--- src/acs_consts.vh ---
`ifndef ACS_CONSTS_VH
`define ACS_CONSTS_VH

// ----------------------------------------------------------------
// register byte offsets
// ----------------------------------------------------------------
`define ACS_OFF_ACQ_CTRL 4'h0
`define ACS_OFF_ROUTE_CTRL 4'h4
`define ACS_OFF_AUX_CTRL 4'h8
`define ACS_OFF_ACQ_STAT 4'hc

// ----------------------------------------------------------------
// acq_count_and_source_ctrl fields
// ----------------------------------------------------------------
`define ACS_STOP_CNT_HI 19
`define ACS_STOP_CNT_LO 0
`define ACS_SPARE_HI 21
`define ACS_SPARE_LO 20
`define ACS_SYNC_BIT 22
`define ACS_BANK_HI 29
`define ACS_BANK_LO 24
`define ACS_TG_ENC_BIT 30
`define ACS_TG_TRIG_BIT 31
`define ACS_ACQ_WR_MASK 32'hc07fffff

// ----------------------------------------------------------------
// output_routing_ctrl fields
// ----------------------------------------------------------------
`define ACS_SEL_W 3
`define ACS_ROUTE_W 12
`define ACS_SEL0_LO 0
`define ACS_SEL1_LO 3
`define ACS_SEL2_LO 6
`define ACS_SEL3_LO 9

// ----------------------------------------------------------------
// auxiliary control and status fields
// ----------------------------------------------------------------
`define ACS_FRZ_HI 1
`define ACS_FRZ_LO 0
`define ACS_HOST_HI 7
`define ACS_HOST_LO 4
`define ACS_FRZ_STOP_CODE 2'h1
`define ACS_STAT_FROZEN_BIT 31

// ----------------------------------------------------------------
// selector codes
// ----------------------------------------------------------------
`define ACS_CODE_HOST 3'h0
`define ACS_CODE_CT0 3'h1
`define ACS_CODE_CT1 3'h2
`define ACS_CODE_CT2 3'h3
`define ACS_CODE_CT3 3'h4
`define ACS_CODE_CLK 3'h5
`define ACS_CODE_AUX 3'h6
`define ACS_CODE_DIRECT 3'h7

// ----------------------------------------------------------------
// bus answers and reset values
// ----------------------------------------------------------------
`define ACS_RESP_OKAY 2'h0
`define ACS_RESP_SLVERR 2'h2
`define ACS_ZERO32 32'h00000000
`define ACS_CNT_ONE 20'h00001

`endif

--- src/acs_outmux.v ---
`timescale 1ns/1ps
`include "acs_consts.vh"

// one connector output selector; code 7 source is per-instance
module acs_outmux #(
   parameter HAS_DIRECT = 1'b0
) (
   // selector and candidate sources
   input wire [2:0] sel,
   input wire host_bit,
   input wire [3:0] table_out,
   input wire gen_clk,
   input wire aux_sig,
   input wire direct_sig,
   // selected level
   output reg y
);

   // ----------------------------------------------------------------
   // source selection
   // ----------------------------------------------------------------
   // pure combinational; the top registers the result
   always @* begin
      case (sel)
         `ACS_CODE_HOST: y = host_bit;
         `ACS_CODE_CT0: y = table_out[0];
         `ACS_CODE_CT1: y = table_out[1];
         `ACS_CODE_CT2: y = table_out[2];
         `ACS_CODE_CT3: y = table_out[3];
         `ACS_CODE_CLK: y = gen_clk;
         `ACS_CODE_AUX: y = aux_sig;
         default: y = HAS_DIRECT ? direct_sig : 1'b0;
      endcase
   end

endmodule

--- src/acs_top.v ---
`timescale 1ns/1ps
`include "acs_consts.vh"

// Summary of operation
// - acquisition freezes once acquired frames equal the 20-bit stop count.
// - stop count only acts while freeze control code equals one.
// - bit 22 picks generator mode: zero free running, one encoder synced.
// - bits 29..24 read back the captured bank index, read-only.
// - bit 30 set makes timing generator drive the encoder circuit.
// - bit 31 set makes timing generator drive the trigger circuit.
// - outputs 0..2 have 3-bit selectors at bits 2..0, 5..3, 8..6.
// - output 3 selector sits at bits 11..9 with the same codes.
// - code 0 drives host output bit; codes 1..4 drive table outputs 0..3.
// - code 5 drives the internally generated clock.
// - code 6 drives the internally generated auxiliary signal.
// - code 7 on output 0 routes the encoder input.
// - code 7 on output 1 routes the trigger input.
module acs_top (
   // clock and reset
   input wire MCLK,
   input wire RST_N,
   // axi4-lite write address
   input wire [3:0] S_AXI_AWADDR,
   input wire S_AXI_AWVALID,
   output reg S_AXI_AWREADY,
   // axi4-lite write data
   input wire [31:0] S_AXI_WDATA,
   input wire [3:0] S_AXI_WSTRB,
   input wire S_AXI_WVALID,
   output reg S_AXI_WREADY,
   // axi4-lite write response
   output reg [1:0] S_AXI_BRESP,
   output reg S_AXI_BVALID,
   input wire S_AXI_BREADY,
   // axi4-lite read address
   input wire [3:0] S_AXI_ARADDR,
   input wire S_AXI_ARVALID,
   output reg S_AXI_ARREADY,
   // axi4-lite read data
   output reg [31:0] S_AXI_RDATA,
   output reg [1:0] S_AXI_RRESP,
   output reg S_AXI_RVALID,
   input wire S_AXI_RREADY,
   // acquisition logic, same clock
   input wire FRAME_DONE,
   input wire [5:0] TAG_BANK,
   input wire [3:0] TABLE_OUT,
   input wire GEN_CLK,
   input wire AUX_SIG,
   input wire TG_ENC,
   input wire TG_TRIG,
   // connector pins, asynchronous
   input wire ENC_PIN,
   input wire TRIG_PIN,
   // acquisition side results
   output reg ACQ_FROZEN,
   output reg GEN_SYNC_MODE,
   output reg ENC_TO_CIRCUIT,
   output reg TRIG_TO_CIRCUIT,
   // connector outputs
   output reg [3:0] GEN_OUT
);

   // ----------------------------------------------------------------
   // declarations
   // ----------------------------------------------------------------
   reg rst_s1_r;
   reg rst_s2_r;
   wire rst_n = rst_s2_r;
   reg [2:0] enc_sync_r;
   reg [2:0] trig_sync_r;
   reg enc_r;
   reg trig_r;
   reg [31:0] acq_ctrl_r;
   reg [11:0] route_r;
   reg [1:0] freeze_control_r;
   reg [3:0] host_out_r;
   reg [19:0] frame_cnt_r;
   reg [19:0] frame_cnt_nxt;
   reg frozen_nxt;
   reg [3:0] aw_addr_r;
   reg aw_held_r;
   reg [31:0] w_data_r;
   reg [3:0] w_strb_r;
   reg w_held_r;
   reg [31:0] rdata_nxt;
   reg [1:0] rresp_nxt;
   wire do_write;
   wire aw_take;
   wire w_take;
   wire ar_take;
   wire [3:0] mux_y;
   wire [19:0] stop_count;
   wire stop_armed;
   wire restart;
   wire [31:0] route_merged = merge_be({20'h00000, route_r}, w_data_r, w_strb_r);

   // byte-lane merge of a write into an old word
   function [31:0] merge_be;
      input [31:0] old_v;
      input [31:0] new_v;
      input [3:0] be;
      integer i;
      begin
         merge_be = old_v;
         for (i = 0; i < 4; i = i + 1) begin
            if (be[i]) begin
               merge_be[i*8 +: 8] = new_v[i*8 +: 8];
            end
         end
      end
   endfunction

   // ----------------------------------------------------------------
   // reset release
   // ----------------------------------------------------------------
   // assert at once, release through two flops to avoid metastable exit
   always @(posedge MCLK or negedge RST_N) begin
      if (!RST_N) begin
         rst_s1_r <= 1'b0;
         rst_s2_r <= 1'b0;
      end else begin
         rst_s1_r <= 1'b1;
         rst_s2_r <= rst_s1_r;
      end
   end

   // ----------------------------------------------------------------
   // pin synchronisers
   // ----------------------------------------------------------------
   // a pin level only counts once stages two and three agree,
   // which filters a single-cycle glitch at the cost of latency
   always @(posedge MCLK or negedge rst_n) begin
      if (!rst_n) begin
         enc_sync_r <= 3'h0;
         trig_sync_r <= 3'h0;
         enc_r <= 1'b0;
         trig_r <= 1'b0;
      end else begin
         enc_sync_r <= {enc_sync_r[1:0], ENC_PIN};
         trig_sync_r <= {trig_sync_r[1:0], TRIG_PIN};
         if (enc_sync_r[1] == enc_sync_r[2]) begin
            enc_r <= enc_sync_r[2];
         end
         if (trig_sync_r[1] == trig_sync_r[2]) begin
            trig_r <= trig_sync_r[2];
         end
      end
   end

   // ----------------------------------------------------------------
   // axi4-lite write channel
   // ----------------------------------------------------------------
   // address and data are caught in either order; response follows both
   assign aw_take = S_AXI_AWVALID && S_AXI_AWREADY;
   assign w_take = S_AXI_WVALID && S_AXI_WREADY;
   assign do_write = aw_held_r && w_held_r && !S_AXI_BVALID;

   always @(posedge MCLK or negedge rst_n) begin
      if (!rst_n) begin
         aw_addr_r <= 4'h0;
         aw_held_r <= 1'b0;
         w_data_r <= `ACS_ZERO32;
         w_strb_r <= 4'h0;
         w_held_r <= 1'b0;
         S_AXI_AWREADY <= 1'b0;
         S_AXI_WREADY <= 1'b0;
         S_AXI_BVALID <= 1'b0;
         S_AXI_BRESP <= `ACS_RESP_OKAY;
      end else begin
         // ready only while the holding slot is free
         S_AXI_AWREADY <= !aw_held_r && !aw_take;
         S_AXI_WREADY <= !w_held_r && !w_take;
         if (aw_take) begin
            aw_addr_r <= S_AXI_AWADDR;
            aw_held_r <= 1'b1;
         end
         if (w_take) begin
            w_data_r <= S_AXI_WDATA;
            w_strb_r <= S_AXI_WSTRB;
            w_held_r <= 1'b1;
         end
         if (do_write) begin
            S_AXI_BVALID <= 1'b1;
            if (aw_addr_r == `ACS_OFF_ACQ_STAT || aw_addr_r[1:0] != 2'h0) begin
               S_AXI_BRESP <= `ACS_RESP_SLVERR;
            end else begin
               S_AXI_BRESP <= `ACS_RESP_OKAY;
            end
         end else if (S_AXI_BVALID && S_AXI_BREADY) begin
            S_AXI_BVALID <= 1'b0;
            aw_held_r <= 1'b0;
            w_held_r <= 1'b0;
            S_AXI_AWREADY <= 1'b1;
            S_AXI_WREADY <= 1'b1;
         end
      end
   end

   // ----------------------------------------------------------------
   // control registers
   // ----------------------------------------------------------------
   // bank field is never stored here; it is read straight from the capture
   always @(posedge MCLK or negedge rst_n) begin
      if (!rst_n) begin
         acq_ctrl_r <= `ACS_ZERO32;
         route_r <= 12'h000;
         freeze_control_r <= 2'h0;
         host_out_r <= 4'h0;
      end else if (do_write) begin
         if (aw_addr_r == `ACS_OFF_ACQ_CTRL) begin
            acq_ctrl_r <= merge_be(acq_ctrl_r, w_data_r, w_strb_r) & `ACS_ACQ_WR_MASK;
         end else if (aw_addr_r == `ACS_OFF_ROUTE_CTRL) begin
            route_r <= route_merged[`ACS_ROUTE_W-1:0];
         end else if (aw_addr_r == `ACS_OFF_AUX_CTRL) begin
            if (w_strb_r[0]) begin
               freeze_control_r <= w_data_r[`ACS_FRZ_HI:`ACS_FRZ_LO];
               host_out_r <= w_data_r[`ACS_HOST_HI:`ACS_HOST_LO];
            end
         end
      end
   end

   // ----------------------------------------------------------------
   // frame stop counter
   // ----------------------------------------------------------------
   assign stop_count = acq_ctrl_r[`ACS_STOP_CNT_HI:`ACS_STOP_CNT_LO];
   assign stop_armed = (freeze_control_r == `ACS_FRZ_STOP_CODE);
   // a new count or mode restarts counting from zero
   assign restart = do_write && (aw_addr_r == `ACS_OFF_ACQ_CTRL ||
                                 aw_addr_r == `ACS_OFF_AUX_CTRL);

   always @* begin
      frame_cnt_nxt = frame_cnt_r;
      if (restart || !stop_armed) begin
         frame_cnt_nxt = 20'h00000;
      end else if (FRAME_DONE && !ACQ_FROZEN) begin
         frame_cnt_nxt = frame_cnt_r + `ACS_CNT_ONE;
      end
      frozen_nxt = stop_armed && !restart && (frame_cnt_nxt == stop_count);
   end

   always @(posedge MCLK or negedge rst_n) begin
      if (!rst_n) begin
         frame_cnt_r <= 20'h00000;
         ACQ_FROZEN <= 1'b0;
      end else begin
         frame_cnt_r <= frame_cnt_nxt;
         ACQ_FROZEN <= frozen_nxt;
      end
   end

   // ----------------------------------------------------------------
   // axi4-lite read channel
   // ----------------------------------------------------------------
   assign ar_take = S_AXI_ARVALID && S_AXI_ARREADY;

   // read decode
   always @* begin
      rdata_nxt = `ACS_ZERO32;
      rresp_nxt = `ACS_RESP_OKAY;
      if (S_AXI_ARADDR[1:0] != 2'h0) begin
         rresp_nxt = `ACS_RESP_SLVERR;
      end else if (S_AXI_ARADDR == `ACS_OFF_ACQ_CTRL) begin
         rdata_nxt = acq_ctrl_r;
         rdata_nxt[`ACS_BANK_HI:`ACS_BANK_LO] = TAG_BANK;
      end else if (S_AXI_ARADDR == `ACS_OFF_ROUTE_CTRL) begin
         rdata_nxt[`ACS_ROUTE_W-1:0] = route_r;
      end else if (S_AXI_ARADDR == `ACS_OFF_AUX_CTRL) begin
         rdata_nxt[`ACS_FRZ_HI:`ACS_FRZ_LO] = freeze_control_r;
         rdata_nxt[`ACS_HOST_HI:`ACS_HOST_LO] = host_out_r;
      end else if (S_AXI_ARADDR == `ACS_OFF_ACQ_STAT) begin
         rdata_nxt[`ACS_STOP_CNT_HI:`ACS_STOP_CNT_LO] = frame_cnt_r;
         rdata_nxt[`ACS_STAT_FROZEN_BIT] = ACQ_FROZEN;
      end else begin
         rresp_nxt = `ACS_RESP_SLVERR;
      end
   end

   // one read at a time; arready drops until rdata is taken
   always @(posedge MCLK or negedge rst_n) begin
      if (!rst_n) begin
         S_AXI_ARREADY <= 1'b0;
         S_AXI_RVALID <= 1'b0;
         S_AXI_RDATA <= `ACS_ZERO32;
         S_AXI_RRESP <= `ACS_RESP_OKAY;
      end else if (ar_take) begin
         S_AXI_ARREADY <= 1'b0;
         S_AXI_RVALID <= 1'b1;
         S_AXI_RDATA <= rdata_nxt;
         S_AXI_RRESP <= rresp_nxt;
      end else if (S_AXI_RVALID && S_AXI_RREADY) begin
         S_AXI_RVALID <= 1'b0;
         S_AXI_ARREADY <= 1'b1;
      end else if (!S_AXI_RVALID) begin
         S_AXI_ARREADY <= 1'b1;
      end
   end

   // ----------------------------------------------------------------
   // output selectors
   // ----------------------------------------------------------------
   // output 0 selector
   acs_outmux #(.HAS_DIRECT(1'b1)) u_mux0 (
      .sel(route_r[`ACS_SEL0_LO +: `ACS_SEL_W]),
      .host_bit(host_out_r[0]),
      .table_out(TABLE_OUT),
      .gen_clk(GEN_CLK),
      .aux_sig(AUX_SIG),
      .direct_sig(enc_r),
      .y(mux_y[0])
   );

   acs_outmux #(.HAS_DIRECT(1'b1)) u_mux1 (
      .sel(route_r[`ACS_SEL1_LO +: `ACS_SEL_W]),
      .host_bit(host_out_r[1]),
      .table_out(TABLE_OUT),
      .gen_clk(GEN_CLK),
      .aux_sig(AUX_SIG),
      .direct_sig(trig_r),
      .y(mux_y[1])
   );

   acs_outmux #(.HAS_DIRECT(1'b0)) u_mux2 (
      .sel(route_r[`ACS_SEL2_LO +: `ACS_SEL_W]),
      .host_bit(host_out_r[2]),
      .table_out(TABLE_OUT),
      .gen_clk(GEN_CLK),
      .aux_sig(AUX_SIG),
      .direct_sig(1'b0),
      .y(mux_y[2])
   );

   acs_outmux #(.HAS_DIRECT(1'b0)) u_mux3 (
      .sel(route_r[`ACS_SEL3_LO +: `ACS_SEL_W]),
      .host_bit(host_out_r[3]),
      .table_out(TABLE_OUT),
      .gen_clk(GEN_CLK),
      .aux_sig(AUX_SIG),
      .direct_sig(1'b0),
      .y(mux_y[3])
   );

   // ----------------------------------------------------------------
   // registered outputs
   // ----------------------------------------------------------------
   // one flop on every output; a routed clock gains one cycle of delay
   always @(posedge MCLK or negedge rst_n) begin
      if (!rst_n) begin
         GEN_OUT <= 4'h0;
         GEN_SYNC_MODE <= 1'b0;
         ENC_TO_CIRCUIT <= 1'b0;
         TRIG_TO_CIRCUIT <= 1'b0;
      end else begin
         GEN_OUT <= mux_y;
         GEN_SYNC_MODE <= acq_ctrl_r[`ACS_SYNC_BIT];
         ENC_TO_CIRCUIT <= acq_ctrl_r[`ACS_TG_ENC_BIT] ? TG_ENC : enc_r;
         TRIG_TO_CIRCUIT <= acq_ctrl_r[`ACS_TG_TRIG_BIT] ? TG_TRIG : trig_r;
      end
   end

endmodule

--- config.mk ---
export PLATFORM = sky130hd
export DESIGN_NAME = acs_top
export DESIGN_NICKNAME = d
export VERILOG_FILES = /design/src/acs_outmux.v /design/src/acs_top.v
export VERILOG_INCLUDE_DIRS = /design/src
export SDC_FILE = /design/constraint.sdc
export NUM_CORES = 1
export LEC_CHECK = 0
export BUFFER_PORTS_ARGS = -buffer_cell sky130_fd_sc_hd__buf_4
export CORE_AREA = 3 3 122 124
export CTS_BUF_LIST = sky130_fd_sc_hd__clkbuf_2
export DETAILED_ROUTE_END_ITERATION = 6
export DIE_AREA = 0 0 125 127
export GPL_TIMING_DRIVEN = 1
export PLACE_DENSITY = 0.71
export SYNTH_ARGS = -nofsm -noshare
export SYNTH_HDL_FRONTEND = slang
export SYNTH_SLANG_ARGS = --single-unit
--- constraint.sdc ---
create_clock -name MCLK -period 7 [get_ports MCLK]
set_clock_uncertainty 0.2 [all_clocks]
set_input_delay 0 -clock MCLK [delete_from_list [all_inputs] [get_ports MCLK]]
set_output_delay 0 -clock MCLK [all_outputs]
set_load 0.01 [all_outputs]
# Word-level counts from Yosys, hierarchy flattened
# Cells that the tools add are included.
# W data, S select, Z words.
dict set report op_classes {
  add_sub_neg 1
  n_eq_ne 35
  muxes 45
  n_bitwise 2
  reduce_logical 41
}
# cell count
set op_table {}
lappend op_table {{$mux W20} 4}
lappend op_table {{$eq A3 B3 Y1 const B} 12}
lappend op_table {{$mux W32} 1}
lappend op_table {{$pmux W1 S7} 4}
lappend op_table {{$eq A3 B2 Y1 const B} 8}
lappend op_table {{$mux W12} 2}
lappend op_table {{$mux W1} 23}
lappend op_table {{$add A20 B1 Y20 const B} 1}
lappend op_table {{$eq A20 B20 Y1} 1}
lappend op_table {{$eq A4 B4 Y1 const B} 4}
lappend op_table {{$mux W2} 8}
lappend op_table {{$logic_and A1 B1 Y1} 13}
lappend op_table {{$eq A3 B1 Y1 const B} 4}
lappend op_table {{$logic_not A3 Y1} 4}
lappend op_table {{$reduce_and A3 Y1} 4}
lappend op_table {{$mux W11} 1}
lappend op_table {{$eq A4 B3 Y1 const B} 2}
lappend op_table {{$logic_not A1 Y1} 8}
lappend op_table {{$logic_not A4 Y1} 2}
lappend op_table {{$mux W8} 1}
lappend op_table {{$reduce_and A4 Y1} 2}
lappend op_table {{$reduce_bool A2 Y1} 4}
lappend op_table {{$reduce_and A5 Y1} 1}
lappend op_table {{$mux W4} 1}
lappend op_table {{5 further kinds} 9}
dict set report word_totals {
  regBits 164
  input_bits 68
  out_inout_bits 49
  word_cells 157
}

# Depth between registers and ports, before layout
dict set report logic_depth {
  depth_word 7
  ltp_mapped 8
}

# Cells and area by module
# Synthesis repeated with hierarchy kept, for this count alone.
dict set report hier_totals {
  cells_unflattened 539
  area_unflattened_um2 6815.3
}
# module instances cells_each area_per_inst_um2 seq_area_each_um2
set modules_own_cells {}
lappend modules_own_cells {acs_top 1 523 6580.1 3853.7}
lappend modules_own_cells {{acs_outmux at u_mux0 ...} 2 3 63.8 0.0}
lappend modules_own_cells {{acs_outmux at u_mux2 ...} 2 5 53.8 0.0}

# Least setup slack after synthesis
# Ideal clock, no wire load.
dict set report synth_timing {
  path_type {register -> register}
  from {register frame_cnt_r[0]}
  to {register ACQ_FROZEN}
  arrival_ns 2.303
  required_ns 6.704
  path_slack_ns 4.402
  stages_incl_launch_ff 9
  n_path_buf 0
  cell_sequence {dfrtp_1 ha_1 nand4b_1 nor4_1 mux2_2 xor2_1 a2111oi_2 nand4_1 nor4_2}
}
dict set report synth_between {
  elab_chain_len 5
}
# element line_no
set synth_lines {}
lappend synth_lines {{from (decl)} acs_top.v:78} ;# reg [19:0] frame_cnt_r;
lappend synth_lines {{from (signal assigned)} acs_top.v:248} ;# frame_cnt_r <= frame_cnt_nxt;
lappend synth_lines {{$add A20 B1 Y20 (no source line)} n/a}
lappend synth_lines {{$mux W20} acs_top.v:237} ;# end else if (FRAME_DONE && !ACQ_FROZEN) begin
lappend synth_lines {{$mux W20} acs_top.v:235} ;# if (restart || !stop_armed) begin
lappend synth_lines {{net frame_cnt_nxt[12]} acs_top.v:79} ;# reg [19:0] frame_cnt_nxt;
lappend synth_lines {{$eq A20 B20 Y1} acs_top.v:240} ;# frozen_nxt = stop_armed && !restart && (frame_cnt_nxt == stop_count);
lappend synth_lines {{$logic_and A1 B1 Y1} acs_top.v:240}
lappend synth_lines {{net frozen_nxt} acs_top.v:80} ;# reg frozen_nxt;
lappend synth_lines {{to (signal assigned)} acs_top.v:249} ;# ACQ_FROZEN <= frozen_nxt;
lappend synth_lines {{to (decl)} acs_top.v:56} ;# output reg ACQ_FROZEN,
# The timed path passes the listed nets, and every way through them passes these cells.
# A chain may end at the register's enable or synchronous reset.

# Worst setup path after layout
# Ends and elaborated chain as after synthesis.

==> run metrics <==
status=finished, final reports clean; via count=5383; CP Launch Type=flip-flop; Slew @ Worst Pin=1.16 ns; Peak VDD IR=212 uV; Int Power=1.88 mW; Skew-Pair Late Insertion Delay=0.72 ns; Nets=873; Worst Hold Path EP=GEN_OUT[0]$_DFF_PN0_; grt ovf=0; Port Buffers=106; placed insts=806; CTS tree=built; Synth Area in Compound Gates=9.08%; Detail Placement HPWL=11.2 mm; CTS resizes=0; Worst Setup End Kind=flip-flop; Final min period=3.34 ns; Die Ht=127 um; Min-Delay Path Depth=4; number of CTS-inserted buffers=17; post-synthesis register bit count=154; XOR/XNOR Fraction of Synth Area=3.81%; highest clock rate=299 MHz; Reg2Reg Setup Slack=3.66 ns; Seq/Total Area, Yosys=55.6%; Clock Sinks=154; Pwr Density=286 nW/um^2; Synth Area in Simple Gates=9.71%; Synth warnings=0; async set-reset flop share out of synthesis=100%; post-route insts no fill=997; Setup-failing EPs final=0; first-pass detailed-route iteration total=5; num rows=43; WP data required=7.45 ns; Iteration-0 DRC Markers=241; wire length on met2=8.92 mm; Routed WL=17.8 mm; IO Pins=117; Primary FF master, synth=dfrtp_1; Die W=125 um; most numerous cell in the Yosys netlist=dfrtp_1; mux contribution to synthesized area=18.7%; initial antenna violation count=0; clk root buf=clkbuf_2; Post-synth EDFFs=0; crit-path max FO=5; area grow syn2layout=39.1%; Tightest Hold Check Type=in -> reg; GR Util All Layers=23.2%; Syn Inst Count=540; share of Yosys cell area claimed by the top area cell type=55.6%; hold_sp=TABLE_OUT[0]; DRT met1 WL=7.67 mm; worst r2r src=frame_cnt_r[0]$_DFF_PN0_; Reg2Reg Capture Point=ACQ_FROZEN$_DFF_PN0_; Yosys top cell by area=dfrtp_1; ratio of cells with drive above 1 in the final layout=29.9%; final setup TNS=0 ns; DR DRC count=0; WS Path Type=reg -> reg; Register-to-Register Path Depth=8; Gate power share=33.6%; final hold slack=0.0779 ns; main combinational cell family by area after synthesis=multiplexers; Worst slew margin=22.3%; leakage=4.37 nW; syn avg cell area=12.8 um^2; total core area=13900 um^2; via/cell ratio=5.40; starting density of the core=49.9%; die area=15900 um^2; synth cell count leaders=dfrtp_1, mux2_2, nand2_1, nor2_1, o21ai_0; total power=2.76 mW; metal3 WL=967 um; # Post-CTS Setup Buffers=0; Sw Ratio=31.8%; Top Layer Used=met4; Clock transition at path regs=0.21 ns; Final Hold Violating Endpoints=0; Netlist cell types=64; sequential share of power=49.8%; Area contributors post-synth=dfrtp_1, mux2_2, mux4_2; pin count of the biggest net entering global routing=87; GPL Wtd Cong=0.901; Final Cycle Share=47.7%; critical path arrival=3.80 ns; MaxCap Viol Count=0; Clk pwr share=16.6%; post-route ant nets=0; Cell Area, Placed=7850 um^2; vias in the first global route=5628; netlist area before placement=6930 um^2; final slew viol count=0; RSZ-0062 raised after global routing=false; Post-Synth Adder-Cell Area=0.469%; final instance area=9650 um^2; DR WL/cell=17.8 um; switching power=879 uW; H-tree levels=4; Max Root-Sink Buffers=2; diodes inserted=0; first-pass GRT wire length=29.1 mm
==> power by group through the flow <==
stage	Combinational [mW]	Clock (mW)	Sequential (mW)
after floorplan	0.482	0	1.32
after global placement	0.644	0	1.37
after detailed placement	0.663	0	1.39
after CTS	0.903	0.471	1.37
after global routing	1.00	0.508	1.41
final	0.927	0.458	1.38
==> per-stage QoR <==
| stage | setup slack, ns | util [%] |
|---|---|---|
| floorplan | 2.19 | - |
| global placement | 3.72 | 56.5 |
| detailed placement | 3.73 | 56.5 |
| CTS | 3.66 | 69.5 |
| global route | 3.47 | 69.5 |
| finish | 3.66 | 69.5 |
==> state kept, by name (all words and copies together) (netlist names), 2 cells and up <==
register / flops
GEN_OUT: 4
S_AXI_RDATA: 31
acq_ctrl_r: 25
aw_addr_r: 4
enc_sync_r: 3
frame_cnt_r: 20
freeze_control_r: 2
host_out_r: 4
route_r: 12
trig_sync_r: 3
w_data_r: 25
w_strb_r: 4
==> layout make-up <==
cell class	instances	area, um^2
flip-flops and latches	154	3860
clock inverters	12	106
fillers	985	4240
repair buffers	267	2400
well taps	180	225
inverters	11	41.3
multi-input cells	353	2910
clock buffers	20	100
==> worst max-delay path: stages (launching register included) <==
cell and delay (ns):
dfrtp_1 0.51, ha_1 0.25, nand4b_1 0.30, nor4_1 0.75
mux2_2 0.43, xor2_1 0.15, a2111oi_2 0.22, nand4_1 0.23
nor4_2 0.24
==> cells by family (layout without fill, tap and decap cells) <==
kind of cell               Yosys count  after routing
DFF                                154            154
and+or+nand+nor                    125            125
AOI/OAI and AO/OA                   89             89
adders and majority gates            3              3
other                                2              4
xor gates and xnor gates            28             28
buffers and inverters               35            310
muxes                              104            104
==> timing repair <==
action / 4_1_cts / 5_1_grt
setup endpoints to repair: 0 / 0
hold endpoints to repair: 103 / 0
hold buffers: 159 / 0
==> routing by layer <==
layer  up-vias  global-route usage [%]
met3        16                    5.43
met4         0                    5.68
li1       2504                       -
met1      2713                    30.1
met5         -                       0
met2       150                    40.0
==> worst max path at each step <==
stage                                 to  slack (ns)                     start
finish              ACQ_FROZEN$_DFF_PN0_        3.66  frame_cnt_r[0]$_DFF_PN0_
global placement    ACQ_FROZEN$_DFF_PN0_        3.72  frame_cnt_r[0]$_DFF_PN0_
global route        ACQ_FROZEN$_DFF_PN0_        3.47  frame_cnt_r[0]$_DFF_PN0_
floorplan           ACQ_FROZEN$_DFF_PN0_        2.19           rst_n$_DFF_PN0_
CTS                 ACQ_FROZEN$_DFF_PN0_        3.66  frame_cnt_r[0]$_DFF_PN0_
detailed placement  ACQ_FROZEN$_DFF_PN0_        3.73  frame_cnt_r[0]$_DFF_PN0_
==> cell usage in the layout (no fill, tap or decap), drive strengths merged, types with 2 or more instances in the layout <==
cell type / count
a211oi: 7
a21boi: 2
a21o: 2
a21oi: 12
a22o: 17
a22oi: 9
a31oi: 2
and2: 3
and3: 3
buf: 108
bufinv: 2
clkbuf: 20
clkinv: 9
conb: 4
dfrtp: 154
dlygate4sd3: 159
inv: 11
maj3: 2
mux2: 83
mux2i: 9
mux4: 12
nand2: 33
nand2b: 3
nand3: 11
nand3b: 4
nand4: 9
nor2: 30
nor3: 12
nor4: 9
nor4b: 3
o21a: 6
o21ai: 21
o221ai: 2
xnor2: 15
xor2: 12
Power figures use the tool's default switching activity.
